### config.mk
export PLATFORM = sky130hd
export DESIGN_NAME = uart_rx_status
export DESIGN_NICKNAME = d
export VERILOG_FILES = /design/src/hw/rx_pkg.sv /design/src/hw/uart_rx_status.sv /design/src/hw/rx_fifo.sv
export SDC_FILE = /design/constraint.sdc
export NUM_CORES = 1
export LEC_CHECK = 0
export BUFFER_PORTS_ARGS = -buffer_cell sky130_fd_sc_hd__buf_2
export CAP_MARGIN = 15
export CORE_ASPECT_RATIO = 0.8
export CORE_MARGIN = 2
export CORE_UTILIZATION = 55
export DETAILED_ROUTE_END_ITERATION = 8
export GPL_TIMING_DRIVEN = 0
export PLACE_DENSITY = 0.72
export SLEW_MARGIN = 25
export SYNTH_ARGS = -nofsm -noshare
export SYNTH_HDL_FRONTEND = slang
export SYNTH_HIERARCHICAL = 1
export SYNTH_SLANG_ARGS = --single-unit
### constraint.sdc
create_clock -name clk -period 5.3 [get_ports clk]
set_input_delay 0.795 -clock clk [delete_from_list [all_inputs] [get_ports clk]]
set_output_delay 0.795 -clock clk [all_outputs]
set_load 0.02 [all_outputs]
### src/hw/rx_pkg.sv
// Purpose: Shared constants and types of the serial receiver status block.
// Assumes: 8-bit register port, 10 MHz system clock, 16x oversampling.
// Notes: Register offsets are word indices on the plain register port.
package rx_pkg;

  localparam int ADDR_W = 3;
  localparam int DATA_W = 8;
  localparam int BAUD_W = 12;
  localparam int FIFO_DEPTH = 2;

  localparam logic [2:0] OFS_STATUS = 3'h0;
  localparam logic [2:0] OFS_CTRL_B = 3'h1;
  localparam logic [2:0] OFS_CTRL_C = 3'h2;
  localparam logic [2:0] OFS_DATA = 3'h3;
  localparam logic [2:0] OFS_BAUD_LO = 3'h4;
  localparam logic [2:0] OFS_BAUD_HI = 3'h5;

  localparam int ST_RXC_BIT = 7;
  localparam int ST_FE_BIT = 4;
  localparam int ST_DOR_BIT = 3;
  localparam int ST_PE_BIT = 2;
  localparam int ST_MPCM_BIT = 0;

  localparam int CB_RXCIE_BIT = 7;
  localparam int CB_RXEN_BIT = 4;

  localparam int CC_PAR_HI = 5;
  localparam int CC_PAR_LO = 4;
  localparam int CC_STOP2_BIT = 3;
  localparam int CC_SIZE_HI = 2;
  localparam int CC_SIZE_LO = 1;

  localparam logic [1:0] PAR_OFF = 2'h0;
  localparam logic [1:0] PAR_EVEN = 2'h2;
  localparam logic [1:0] PAR_ODD = 2'h3;

  localparam logic [7:0] RST_CTRL_B = 8'h00;
  localparam logic [7:0] RST_CTRL_C = 8'h06;
  localparam logic [11:0] RST_BAUD = 12'h000;

  localparam logic [3:0] OVS_LAST = 4'hf;
  localparam logic [3:0] OVS_MID = 4'h7;
  localparam logic [3:0] SIZE_BASE = 4'h5;

  typedef struct packed {
    logic [7:0] data;
    logic fe;
    logic dor;
    logic pe;
  } rx_entry_s;

  typedef enum logic [2:0] {
    RX_IDLE,
    RX_START,
    RX_DATA,
    RX_PARITY,
    RX_STOP
  } rx_state_e;

endpackage

### src/hw/uart_rx_status.sv
// Purpose: Serial receiver with two-entry buffer, error flags and receive interrupt.
// Assumes: The receive line is asynchronous; software uses the plain register port.
// Notes: Read data appear one cycle after the read strobe; a data read pops the buffer.
//
// Chosen here: the register offsets and the address-and-strobe port.
`timescale 1ns/1ps

// Notes on behaviour
// - Receive complete flag is one exactly while the buffer holds an unread entry.
// - Clearing the receiver enable bit flushes the buffer and drops the flag.
// - Interrupt stays high while flag, its enable and global enable are set.
// - Reading the data location pops the buffer; unread data keep the interrupt.
// - Frame, overrun and parity flags travel in the buffer with their character.
// - Software writes to the three error flag positions change nothing.
// - Error flags never raise an interrupt by themselves.
// - Frame error flag is one when the first stop bit sampled as zero.
// - Only the first stop bit is checked, whatever the stop bit setting.
// - Overrun when a start bit arrives with buffer full and a frame waiting.
// - Overrun is cleared once the waiting frame moves from holding stage to buffer.
// - Parity error flag reports failed parity and reads zero when checking is off.
// - After the first stop bit the frame moves into a free holding stage, unless mpcm_q is set and its addr_flag is clear.
// - Unused upper data bits read as zero for characters below eight bits.
module uart_rx_status #(
  parameter int FIFO_DEPTH = rx_pkg::FIFO_DEPTH
) (
  input wire logic clk,
  input wire logic arst_n,
  input wire logic ce,
  input wire logic rxd,
  input wire logic global_irq_en,
  input wire logic [rx_pkg::ADDR_W-1:0] addr,
  input wire logic [rx_pkg::DATA_W-1:0] wdata,
  input wire logic wr,
  input wire logic rd,
  output logic [rx_pkg::DATA_W-1:0] rdata,
  output logic rx_irq
);

  if (FIFO_DEPTH != 2) begin
    $error("uart_rx_status overrun detection assumes a two-entry buffer");
  end

  localparam int EW = $bits(rx_pkg::rx_entry_s);

  // Register file.
  logic [7:0] ctrl_b_q;
  logic [7:0] ctrl_c_q;
  logic [11:0] baud_q;
  logic mpcm_q;
  logic [7:0] rdata_q;
  logic irq_q;

  // Line synchroniser and filtered level.
  logic sync1_q;
  logic sync2_q;
  logic sync3_q;
  logic line_q;

  // Receiver.
  rx_pkg::rx_state_e state_q;
  logic [11:0] div_q;
  logic [3:0] ovs_q;
  logic [3:0] bit_q;
  logic [8:0] shreg_q;
  logic par_err_q;
  logic hold_valid_q;
  rx_pkg::rx_entry_s hold_q;
  logic ovr_pend_q;

  // Buffer side.
  logic fifo_ready;
  logic fifo_valid;
  logic fifo_full;
  logic [EW-1:0] fifo_out;
  rx_pkg::rx_entry_s head;

  function automatic logic [7:0] size_mask(input logic [1:0] sz);
    case (sz)
      2'h0: size_mask = 8'h1f;
      2'h1: size_mask = 8'h3f;
      2'h2: size_mask = 8'h7f;
      default: size_mask = 8'hff;
    endcase
  endfunction

  wire rx_en = ctrl_b_q[rx_pkg::CB_RXEN_BIT];
  wire rxcie = ctrl_b_q[rx_pkg::CB_RXCIE_BIT];
  wire [1:0] par_mode = ctrl_c_q[rx_pkg::CC_PAR_HI:rx_pkg::CC_PAR_LO];
  wire [1:0] size_sel = ctrl_c_q[rx_pkg::CC_SIZE_HI:rx_pkg::CC_SIZE_LO];
  wire par_on = par_mode[1];
  wire [3:0] n_bits = rx_pkg::SIZE_BASE + {2'h0, size_sel} + {3'h0, mpcm_q};
  wire [3:0] last_bit = n_bits - 4'h1;

  wire tick = (div_q == 12'h000);
  wire sample = tick && (ovs_q == rx_pkg::OVS_LAST);
  wire start_edge = (state_q == rx_pkg::RX_IDLE) && !line_q;
  wire [8:0] bit_one = 9'h001 << bit_q;
  wire [8:0] shreg_nx = line_q ? (shreg_q | bit_one) : shreg_q;
  wire par_calc = ^shreg_q ^ par_mode[0];
  wire addr_flag = shreg_q[n_bits[3:0] - 4'h1];
  wire [7:0] data_masked = shreg_q[7:0] & size_mask(size_sel);
  wire frame_done = sample && (state_q == rx_pkg::RX_STOP);

  wire sel_status = (addr == rx_pkg::OFS_STATUS);
  wire sel_ctrl_b = (addr == rx_pkg::OFS_CTRL_B);
  wire sel_ctrl_c = (addr == rx_pkg::OFS_CTRL_C);
  wire sel_data = (addr == rx_pkg::OFS_DATA);
  wire sel_baud_lo = (addr == rx_pkg::OFS_BAUD_LO);
  wire sel_baud_hi = (addr == rx_pkg::OFS_BAUD_HI);

  wire pop = rd && sel_data && fifo_valid;
  wire push = hold_valid_q && fifo_ready;
  wire rx_complete = fifo_valid;
  wire overrun_hit = start_edge && rx_en && fifo_full && hold_valid_q;
  wire keep_frame = !(mpcm_q && !addr_flag);
  // A write that clears the receiver enable flushes in its own cycle, so that a status
  // read right behind it already sees an empty buffer.
  wire rx_off_now = ce && wr && sel_ctrl_b && !wdata[rx_pkg::CB_RXEN_BIT];
  wire flush = !rx_en || rx_off_now;

  assign head = rx_pkg::rx_entry_s'(fifo_out);

  // Status view: error flags come from the oldest buffered entry.
  wire [7:0] status_view = {rx_complete, 2'h0,
                            fifo_valid & head.fe,
                            fifo_valid & head.dor,
                            fifo_valid & head.pe & par_on,
                            1'b0, mpcm_q};

  wire [7:0] rd_mux = sel_status ? status_view :
                      sel_ctrl_b ? ctrl_b_q :
                      sel_ctrl_c ? ctrl_c_q :
                      sel_data ? (fifo_valid ? head.data : 8'h00) :
                      sel_baud_lo ? baud_q[7:0] :
                      sel_baud_hi ? {4'h0, baud_q[11:8]} : 8'h00;

  rx_fifo #(
    .WIDTH(EW),
    .DEPTH(FIFO_DEPTH)
  ) u_fifo (
    .clk(clk),
    .arst_n(arst_n),
    .ce(ce),
    .flush(flush),
    .push_valid(hold_valid_q),
    .push_ready(fifo_ready),
    .push_data(EW'(hold_q)),
    .pop_valid(fifo_valid),
    .pop_ready(pop),
    .pop_data(fifo_out),
    .full(fifo_full)
  );

  // Register writes; the error flag positions of status are not writable.
  always_ff @(posedge clk or negedge arst_n) begin
    if (!arst_n) begin
      ctrl_b_q <= rx_pkg::RST_CTRL_B;
      ctrl_c_q <= rx_pkg::RST_CTRL_C;
      baud_q <= rx_pkg::RST_BAUD;
      mpcm_q <= 1'b0;
    end else if (ce && wr) begin
      if (sel_status) begin
        mpcm_q <= wdata[rx_pkg::ST_MPCM_BIT];
      end
      if (sel_ctrl_b) begin
        ctrl_b_q <= wdata;
      end
      if (sel_ctrl_c) begin
        ctrl_c_q <= wdata;
      end
      if (sel_baud_lo) begin
        baud_q[7:0] <= wdata;
      end
      if (sel_baud_hi) begin
        baud_q[11:8] <= wdata[3:0];
      end
    end
  end

  // Read data and interrupt; only the receive complete flag drives the interrupt.
  always_ff @(posedge clk or negedge arst_n) begin
    if (!arst_n) begin
      rdata_q <= 8'h00;
      irq_q <= 1'b0;
    end else if (ce) begin
      rdata_q <= rd ? rd_mux : 8'h00;
      irq_q <= rx_complete && rxcie && global_irq_en;
    end
  end

  assign rdata = rdata_q;
  assign rx_irq = irq_q;

  // Three-stage synchroniser; the level changes once stages two and three agree.
  always_ff @(posedge clk or negedge arst_n) begin
    if (!arst_n) begin
      sync1_q <= 1'b1;
      sync2_q <= 1'b1;
      sync3_q <= 1'b1;
      line_q <= 1'b1;
    end else if (ce) begin
      sync1_q <= rxd;
      sync2_q <= sync1_q;
      sync3_q <= sync2_q;
      if (sync2_q == sync3_q) begin
        line_q <= sync3_q;
      end
    end
  end

  // Oversampling divider and bit framing.
  always_ff @(posedge clk or negedge arst_n) begin
    if (!arst_n) begin
      state_q <= rx_pkg::RX_IDLE;
      div_q <= 12'h000;
      ovs_q <= 4'h0;
      bit_q <= 4'h0;
      shreg_q <= 9'h000;
      par_err_q <= 1'b0;
    end else if (ce) begin
      div_q <= (tick || start_edge) ? baud_q : div_q - 12'h001;
      if (tick) begin
        ovs_q <= ovs_q + 4'h1;
      end
      if (!rx_en) begin
        state_q <= rx_pkg::RX_IDLE;
      end else begin
        case (state_q)
          rx_pkg::RX_IDLE: begin
            if (start_edge) begin
              state_q <= rx_pkg::RX_START;
              ovs_q <= 4'h0;
              bit_q <= 4'h0;
              shreg_q <= 9'h000;
              par_err_q <= 1'b0;
            end
          end
          rx_pkg::RX_START: begin
            if (tick && ovs_q == rx_pkg::OVS_MID) begin
              ovs_q <= 4'h0;
              state_q <= line_q ? rx_pkg::RX_IDLE : rx_pkg::RX_DATA;
            end
          end
          rx_pkg::RX_DATA: begin
            if (sample) begin
              shreg_q <= shreg_nx;
              bit_q <= bit_q + 4'h1;
              if (bit_q == last_bit) begin
                state_q <= par_on ? rx_pkg::RX_PARITY : rx_pkg::RX_STOP;
              end
            end
          end
          rx_pkg::RX_PARITY: begin
            if (sample) begin
              par_err_q <= par_calc ^ line_q;
              state_q <= rx_pkg::RX_STOP;
            end
          end
          rx_pkg::RX_STOP: begin
            if (sample) begin
              state_q <= rx_pkg::RX_IDLE;
            end
          end
          default: state_q <= rx_pkg::RX_IDLE;
        endcase
      end
    end
  end

  // Holding stage between shift register and buffer, with overrun tracking.
  always_ff @(posedge clk or negedge arst_n) begin
    if (!arst_n) begin
      hold_valid_q <= 1'b0;
      hold_q <= '0;
      ovr_pend_q <= 1'b0;
    end else if (ce) begin
      if (flush) begin
        hold_valid_q <= 1'b0;
        ovr_pend_q <= 1'b0;
      end else begin
        if (push) begin
          hold_valid_q <= 1'b0;
        end
        // The waiting frame carries the overrun into the buffer when it is pushed.
        if (overrun_hit) begin
          ovr_pend_q <= 1'b1;
          hold_q.dor <= 1'b1;
        end else if (push) begin
          ovr_pend_q <= 1'b0;
        end
        if (frame_done && keep_frame && (!hold_valid_q || push)) begin
          hold_valid_q <= 1'b1;
          hold_q.data <= data_masked;
          hold_q.fe <= !line_q;
          hold_q.dor <= ovr_pend_q && !push;
          hold_q.pe <= par_on && par_err_q;
        end
      end
    end
  end

endmodule

### src/hw/rx_fifo.sv
// Purpose: Small first-in first-out store for received entries.
// Assumes: Push and pop use valid and ready; flush empties it at once.
// Notes: The oldest entry is always presented on the read side.
`timescale 1ns/1ps
module rx_fifo #(
  parameter int WIDTH = 11,
  parameter int DEPTH = 2
) (
  input wire logic clk,
  input wire logic arst_n,
  input wire logic ce,
  input wire logic flush,
  input wire logic push_valid,
  output logic push_ready,
  input wire logic [WIDTH-1:0] push_data,
  output logic pop_valid,
  input wire logic pop_ready,
  output logic [WIDTH-1:0] pop_data,
  output logic full
);

  localparam int PW = (DEPTH > 1) ? $clog2(DEPTH) : 1;

  if (DEPTH < 2 || WIDTH < 1) begin
    $error("rx_fifo needs DEPTH of at least 2 and a positive WIDTH");
  end

  logic [WIDTH-1:0] mem_q [DEPTH];
  logic [PW-1:0] wr_q;
  logic [PW-1:0] rd_q;
  logic [PW:0] cnt_q;

  wire do_push = push_valid && push_ready;
  wire do_pop = pop_valid && pop_ready;

  function automatic logic [PW-1:0] nxt(input logic [PW-1:0] p);
    nxt = (p == PW'(DEPTH - 1)) ? '0 : PW'(p + 1'b1);
  endfunction

  assign full = (cnt_q == (PW+1)'(DEPTH));
  assign push_ready = !full;
  assign pop_valid = (cnt_q != '0);
  assign pop_data = mem_q[rd_q];

  always_ff @(posedge clk) begin
    if (ce && do_push && !flush) begin
      mem_q[wr_q] <= push_data;
    end
  end

  always_ff @(posedge clk or negedge arst_n) begin
    if (!arst_n) begin
      wr_q <= '0;
      rd_q <= '0;
      cnt_q <= '0;
    end else if (ce) begin
      if (flush) begin
        wr_q <= '0;
        rd_q <= '0;
        cnt_q <= '0;
      end else begin
        if (do_push) begin
          wr_q <= nxt(wr_q);
        end
        if (do_pop) begin
          rd_q <= nxt(rd_q);
        end
        cnt_q <= cnt_q + (PW+1)'(do_push) - (PW+1)'(do_pop);
      end
    end
  end

endmodule

---- Word-level counts from Yosys, hierarchy flattened ----
Memory sizes are Yosys's and may differ from the RTL's.
Index checks and enable logic that the tools add are counted.
cells by class
  add/sub/neg operators ................... 10
  $lt $le $gt $ge ......................... 1
  equality and inequality tests ........... 26
  shift-type cells ........................ 1
  mux-type cells .......................... 53
  bitwise operators ....................... 9
  reductions and logical operators ........ 64
operators with widths
  operator                                            number
  two-way mux 8 bit                                   7
  two-way mux 4 bit                                   7
  two-way mux 9 bit                                   3
  two-way mux 3 bit                                   8
  case mux 8 bit (3 select lines)                     1
  logical AND 1 bit                                   23
  AND reduction 2 bit                                 10
  inequality test 3 bit, second input constant        6
  case mux 9 bit (2 select lines)                     1
  two-way mux 1 bit                                   17
  case mux 4 bit (2 select lines)                     2
  case mux 3 bit (5 select lines)                     1
  == test 3 x 2 -> 1 bit, second input constant       4
  zero test 12 bit                                    1
  two-way mux 12 bit                                  1
  nonzero test 2 bit                                  6
  subtractor 12 x 1 -> 12 bit, second input constant  1
  AND reduction 5 bit                                 2
  == test 3 bit, second input constant                3
  zero test 1 bit                                     9
  bitwise OR 9 bit                                    1
  parity 9 bit                                        1
  << shifter 1 x 4 -> 9 bit, first input constant     1
  adder 4 x 1 -> 4 bit, second input constant         2
  29 further kinds                                    46
storage, ports and cells
  register bits ........................... 92
  bits in writable memories ............... 22
  bits of input ports ..................... 18
  output and inout port bits .............. 9
  logic and storage cells ................. 191
  memories ................................ 1
memories
  memory        depth  width  read ports  clocked after Yosys merged registers in  write ports  RTL line       text
  u_fifo.mem_q  2      11     1           0                                        1            rx_fifo.sv:28  logic [WIDTH-1:0] mem_q [DEPTH];

---- Logic depth before layout (Yosys ltp) ----
  word-level depth ........................ 12
  mapped depth ............................ 12
  depth with buffers taken out ............ 11

---- Cells and area by module ----
The synthesis kept the hierarchy.
modules (own cells, without submodules)
  module          instances  cells an instance  area each (µm²)  seq. area each (µm²)
  uart_rx_status  1          485                4867.2           2209.6
  rx_fifo         1          65                 1089.8           760.7

---- Worst setup path before layout ----
No wires, ideal clock.
  path type ............................... input port to flip-flop
  start point ............................. input addr[0] (netlist bit)
  end point ............................... memory u_fifo.mem_q[1][0] (enable)
  arrival time ............................ 2.599 ns
  path slack .............................. 2.408 ns
  stages on the path ...................... 6
  buffers on the path ..................... 2
  path through ............................ clkbuf_2 -> or3b_2 -> clkbuf_1 -> o31ai_1 -> and2b_4 -> and3_1
between the ends
  word-level cells in the longest chain between the ends .. 8
RTL lines
  what                                     RTL line               text
  from (decl)                              uart_rx_status.sv:31   input wire logic [rx_pkg::ADDR_W-1:0] addr,
  == test 3 x 1 -> 1 bit                   uart_rx_status.sv:105  wire sel_ctrl_b = (addr == rx_pkg::OFS_CTRL_B);
  logical AND 1 bit (2 in a row)           uart_rx_status.sv:118  wire rx_off_now = ce && wr && sel_ctrl_b && !wdata[rx_pkg::CB_RXEN_BIT];
  logical OR 1 bit                         uart_rx_status.sv:119  wire flush = !rx_en || rx_off_now;
  net flush                                uart_rx_status.sv:119
  zero test 1 bit                          rx_fifo.sv:46          if (ce && do_push && !flush) begin
  logical AND 1 bit                        rx_fifo.sv:46
  two-way mux 1 bit                        rx_fifo.sv:46
  two-way mux 1 bit (not written as such)  rx_fifo.sv:47          mem_q[wr_q] <= push_data;
  to (decl)                                rx_fifo.sv:28
The timed path passes the listed nets, and every way through them passes these cells.

---- Worst setup path in the final report ----
  start point ............................. input ce
  end point ............................... register ctrl_c_q[6]
between the ends
  word-level cells in the longest chain between the ends .. 2
RTL lines
  what                           RTL line               text
  from (decl)                    uart_rx_status.sv:28   input wire logic ce,
  logical AND 1 bit              uart_rx_status.sv:161  end else if (ce && wr) begin
  AND reduction 2 bit (no line)  -
  to (signal assigned)           uart_rx_status.sv:158  ctrl_c_q <= rx_pkg::RST_CTRL_C;
  to (signal assigned)           uart_rx_status.sv:169  ctrl_c_q <= wdata;
  to (decl)                      uart_rx_status.sv:47   logic [7:0] ctrl_c_q;
Every way passes these cells.
A chain may end at the register's enable or synchronous reset.

==> metrics.md <==
| Metric | Value |
|---|---|
| Share of layout cells above drive strength 1 | `0.222` |
| CP peak stage delay | `0.75 ns` |
| Number of max-slew violations in the final report | `0` |
| Highest fanout seen on the critical path | `10` |
| Count of input and output buffers | `25` |
| Worst skew pair latency | `0.42 ns` |
| Number of failing setup endpoints in the final timing report | `0` |
| Clock root cell | `clkbuf_16` |
| RD Place Congestion | `0.913` |
| Maximum clock insertion buffer count | `2` |
| HPWL after detailed placement | `10400 um` |
| Leakage dissipation | `2.90 nW` |
| Post-synth net total | `580` |
| Critical path capture point type | `flop` |
| Via Count | `4658` |
| Post-CTS Hold Fix Bufs | `0` |
| Min-delay worst type | `primary input to asynchronous set/reset pin` |
| CP startpoint | `ce` |
| Largest net degree at the start of global routing | `48` |
| Number of antenna violations at the first check in global routing | `0` |
| Max-Slew Margin vs Limit | `0.365` |
| R2R Path Start | `div_q[0]$_DFFE_PN0P_` |
| Leading area contributor after synthesis | `dfrtp_1` |
| TritonCTS buffer count | `17` |
| Distinct cells, synth | `84` |
| Worst setup SP type | `primary input` |
| Fraction of registers with async set/reset | `0.807` |
| Final Util | `0.659` |
| Clock tree from TritonCTS | `yes` |
| Core Box Area | `10400 sq um` |
| Max-cap viol count | `0` |
| Number of warning messages in the yosys log | `6` |
| Number of detailed-routing iterations run before antenna repair | `5` |
| #FFs+latches synth | `114` |
| Pwr dens | `421 nW/um^2` |
| Commonest cells in the synthesized netlist | `dfrtp_1, nand2_1, mux2_2, o21ai_0, a21oi_1` |
| Cell family with the largest share of critical-path delay | `buffers and inverters` |
| Setup TNS after final layout | `0 ns` |
| Total Nets Final | `625` |
| Highest clock frequency the design can meet | `331 MHz` |
| H-tree depth | `4` |
| Final worst clock skew | `0.00821 ns` |
| Worst path required time | `5.60 ns` |
| Number of gates given a new drive strength after cts | `0` |
| Worst path buffer plus inverter count | `3` |
| GR Util All Layers | `0.276` |
| Top post-synthesis cells by area | `dfrtp_1, edfxtp_1, mux2_2` |
| Run status | `finished, final reports clean` |
| Most frequent cell after synthesis | `dfrtp_1` |
| Kind of critical path | `primary input to flop` |
| Tmin final | `3.02 ns` |
| Number of buffers inserted by post-CTS setup repair | `0` |
| Number of clock sinks | `114` |
| First-pass GRT wire length | `24600 um` |
| Main flop type after synthesis | `dfrtp_1` |
| Ports placed on the boundary | `27` |
| Remaining global-route overflow | `0` |
| Critical path, cell by cell | `buf_2 -> clkbuf_1 -> nand2_1 -> nor4b_1 -> clkbuf_1 -> mux2_2` |
| Worst-Margin Slew | `0.944 ns` |
| Number of synthesized flops with an enable pin | `22` |
| Mapped cell area | `5960 sq um` |
| Initial core utilization | `0.573` |
| Average vias per placed instance | `6.23` |
| Core Rows | `33` |
| Proportion of netlist area held by the largest area contributor | `0.361` |
| Final ANT Viol Nets | `0` |
| Final worst path period share | `0.570` |
| Post-DR wirelength/cell | `20.2 um` |
| Iteration-0 DRC Markers | `600` |
| Antenna Diode Count | `0` |
| CP max stage cell | `nor4b_1` |
| Most frequent cell on the critical path | `clkbuf_1` |
| Share of synthesized area occupied by flip-flops and latches | `0.499` |
| Chip Width | `120 um` |
| DRC violation count after routing | `0` |
| Maximum vdd drop | `0.256 mV` |
| Synth-to-Final Area Change | `15.1%` |
| Vertical die dimension | `97.1 um` |
| RSZ-0062 raised after global routing | `false` |
| Avg Synthesized Cell Area | `10.8 sq um` |
| Vias in the first global route | `4604` |
| Count of mapped cells out of synthesis | `550` |
| Final wirelength | `15100 um` |
| Final Hold Violating Endpoints | `0` |
| Clock transition at path regs | `0.05 ns` |
| Crit path DAT | `3.32 ns` |
| Die area | `11700 sq um` |
==> flip-flops by register name, summed over array words and instances (netlist names), 2 cells and up <==
signal        cells
u_fifo/mem_q     22
baud_q           12
div_q            12
hold_q           11
shreg_q           9
ctrl_b_q          8
ctrl_c_q          8
rdata             8
bit_q             4
ovs_q             4
state_q           3
u_fifo/cnt_q      2
==> kinds of logic after synthesis <==
logic type                 after synthesis  synth area share
and+or+nand+nor                        157             0.152
AOI/OAI and AO/OA                      144             0.160
DFF                                    114             0.499
buffers and inverters                   56            0.0391
muxes                                   54             0.105
xor gates and xnor gates                13            0.0191
adders and majority gates               12            0.0252
==> per-stage QoR <==
step           std cells  hold slack (ns)  setup WS, ns  instance area, sq um  total power [mW]
6_report             748            0.294          2.28                  6860              2.89
2_1_floorplan        550            0.436          2.41                  5960              1.60
5_1_grt              748            0.323          2.16                  6860              3.02
3_3_place_gp         715            0.452          1.79                  6260              1.76
4_1_cts              748            0.310          2.15                  6850              2.89
3_5_place_dp         716            0.473          1.77                  6290              1.79
==> report_power, final <==
part	leakage [nW]	total, mW	internal, mW	switching, mW
clock	0.265	1.08	0.678	0.405
combinational	1.26	0.641	0.265	0.376
sequential	1.37	1.16	1.02	0.141
==> layer usage <==
metal | wire length [um] | up-vias | GRT usage
met5 | 0 | - | 0
met4 | 327 | 0 | 0.0975
met3 | 1100 | 32 | 0.0728
met2 | 6930 | 197 | 0.408
met1 | 6730 | 2308 | 0.395
li1 | - | 2121 | -
==> area by class of cell <==
class	count	area, sq um
Clock inverter	9	83.8
Timing Repair Buffer	26	159
Sequential cell	114	2970
Inverter	28	105
Clock buffer	23	478
Tap cell	140	175
Buffer	28	128
Fill cell	825	3550
Multi-Input combinational cell	380	2760
==> path summary, 6_finish.rpt <==
path | end | slack (ns) | cells past startpoint
max in group asynchronous | sync2_q$_DFFE_PN1P_ | 4.34 | 2
max | ctrl_c_q[6]$_DFFE_PN0P_ | 2.28 | 6
min in group clk | u_fifo/mem_q[0][8]$_DFFE_PP_ | 0.48 | 0
max reg2reg | div_q[7]$_DFFE_PN0P_ | 2.62 | 9
min reg2reg | u_fifo/mem_q[0][8]$_DFFE_PP_ | 0.48 | 0
min | u_fifo/rd_q$_DFFE_PN0P_ | 0.29 | 1
==> cells in the final DEF (no fill, tap or decap), drive strengths merged, types with 7 or more instances in the layout <==
cell type,count
dfrtp,86
clkbuf,45
mux2,44
nand2,40
o21ai,39
buf,32
a21oi,31
inv,28
edfxtp,22
nor2,21
nand2b,14
nand3,14
nor3,13
ha,12
nor4,10
o22ai,9
xnor2,9
mux2i,9
o2bb2ai,9
nor2b,7
o31ai,7
(Power assumes the default switching activity.)
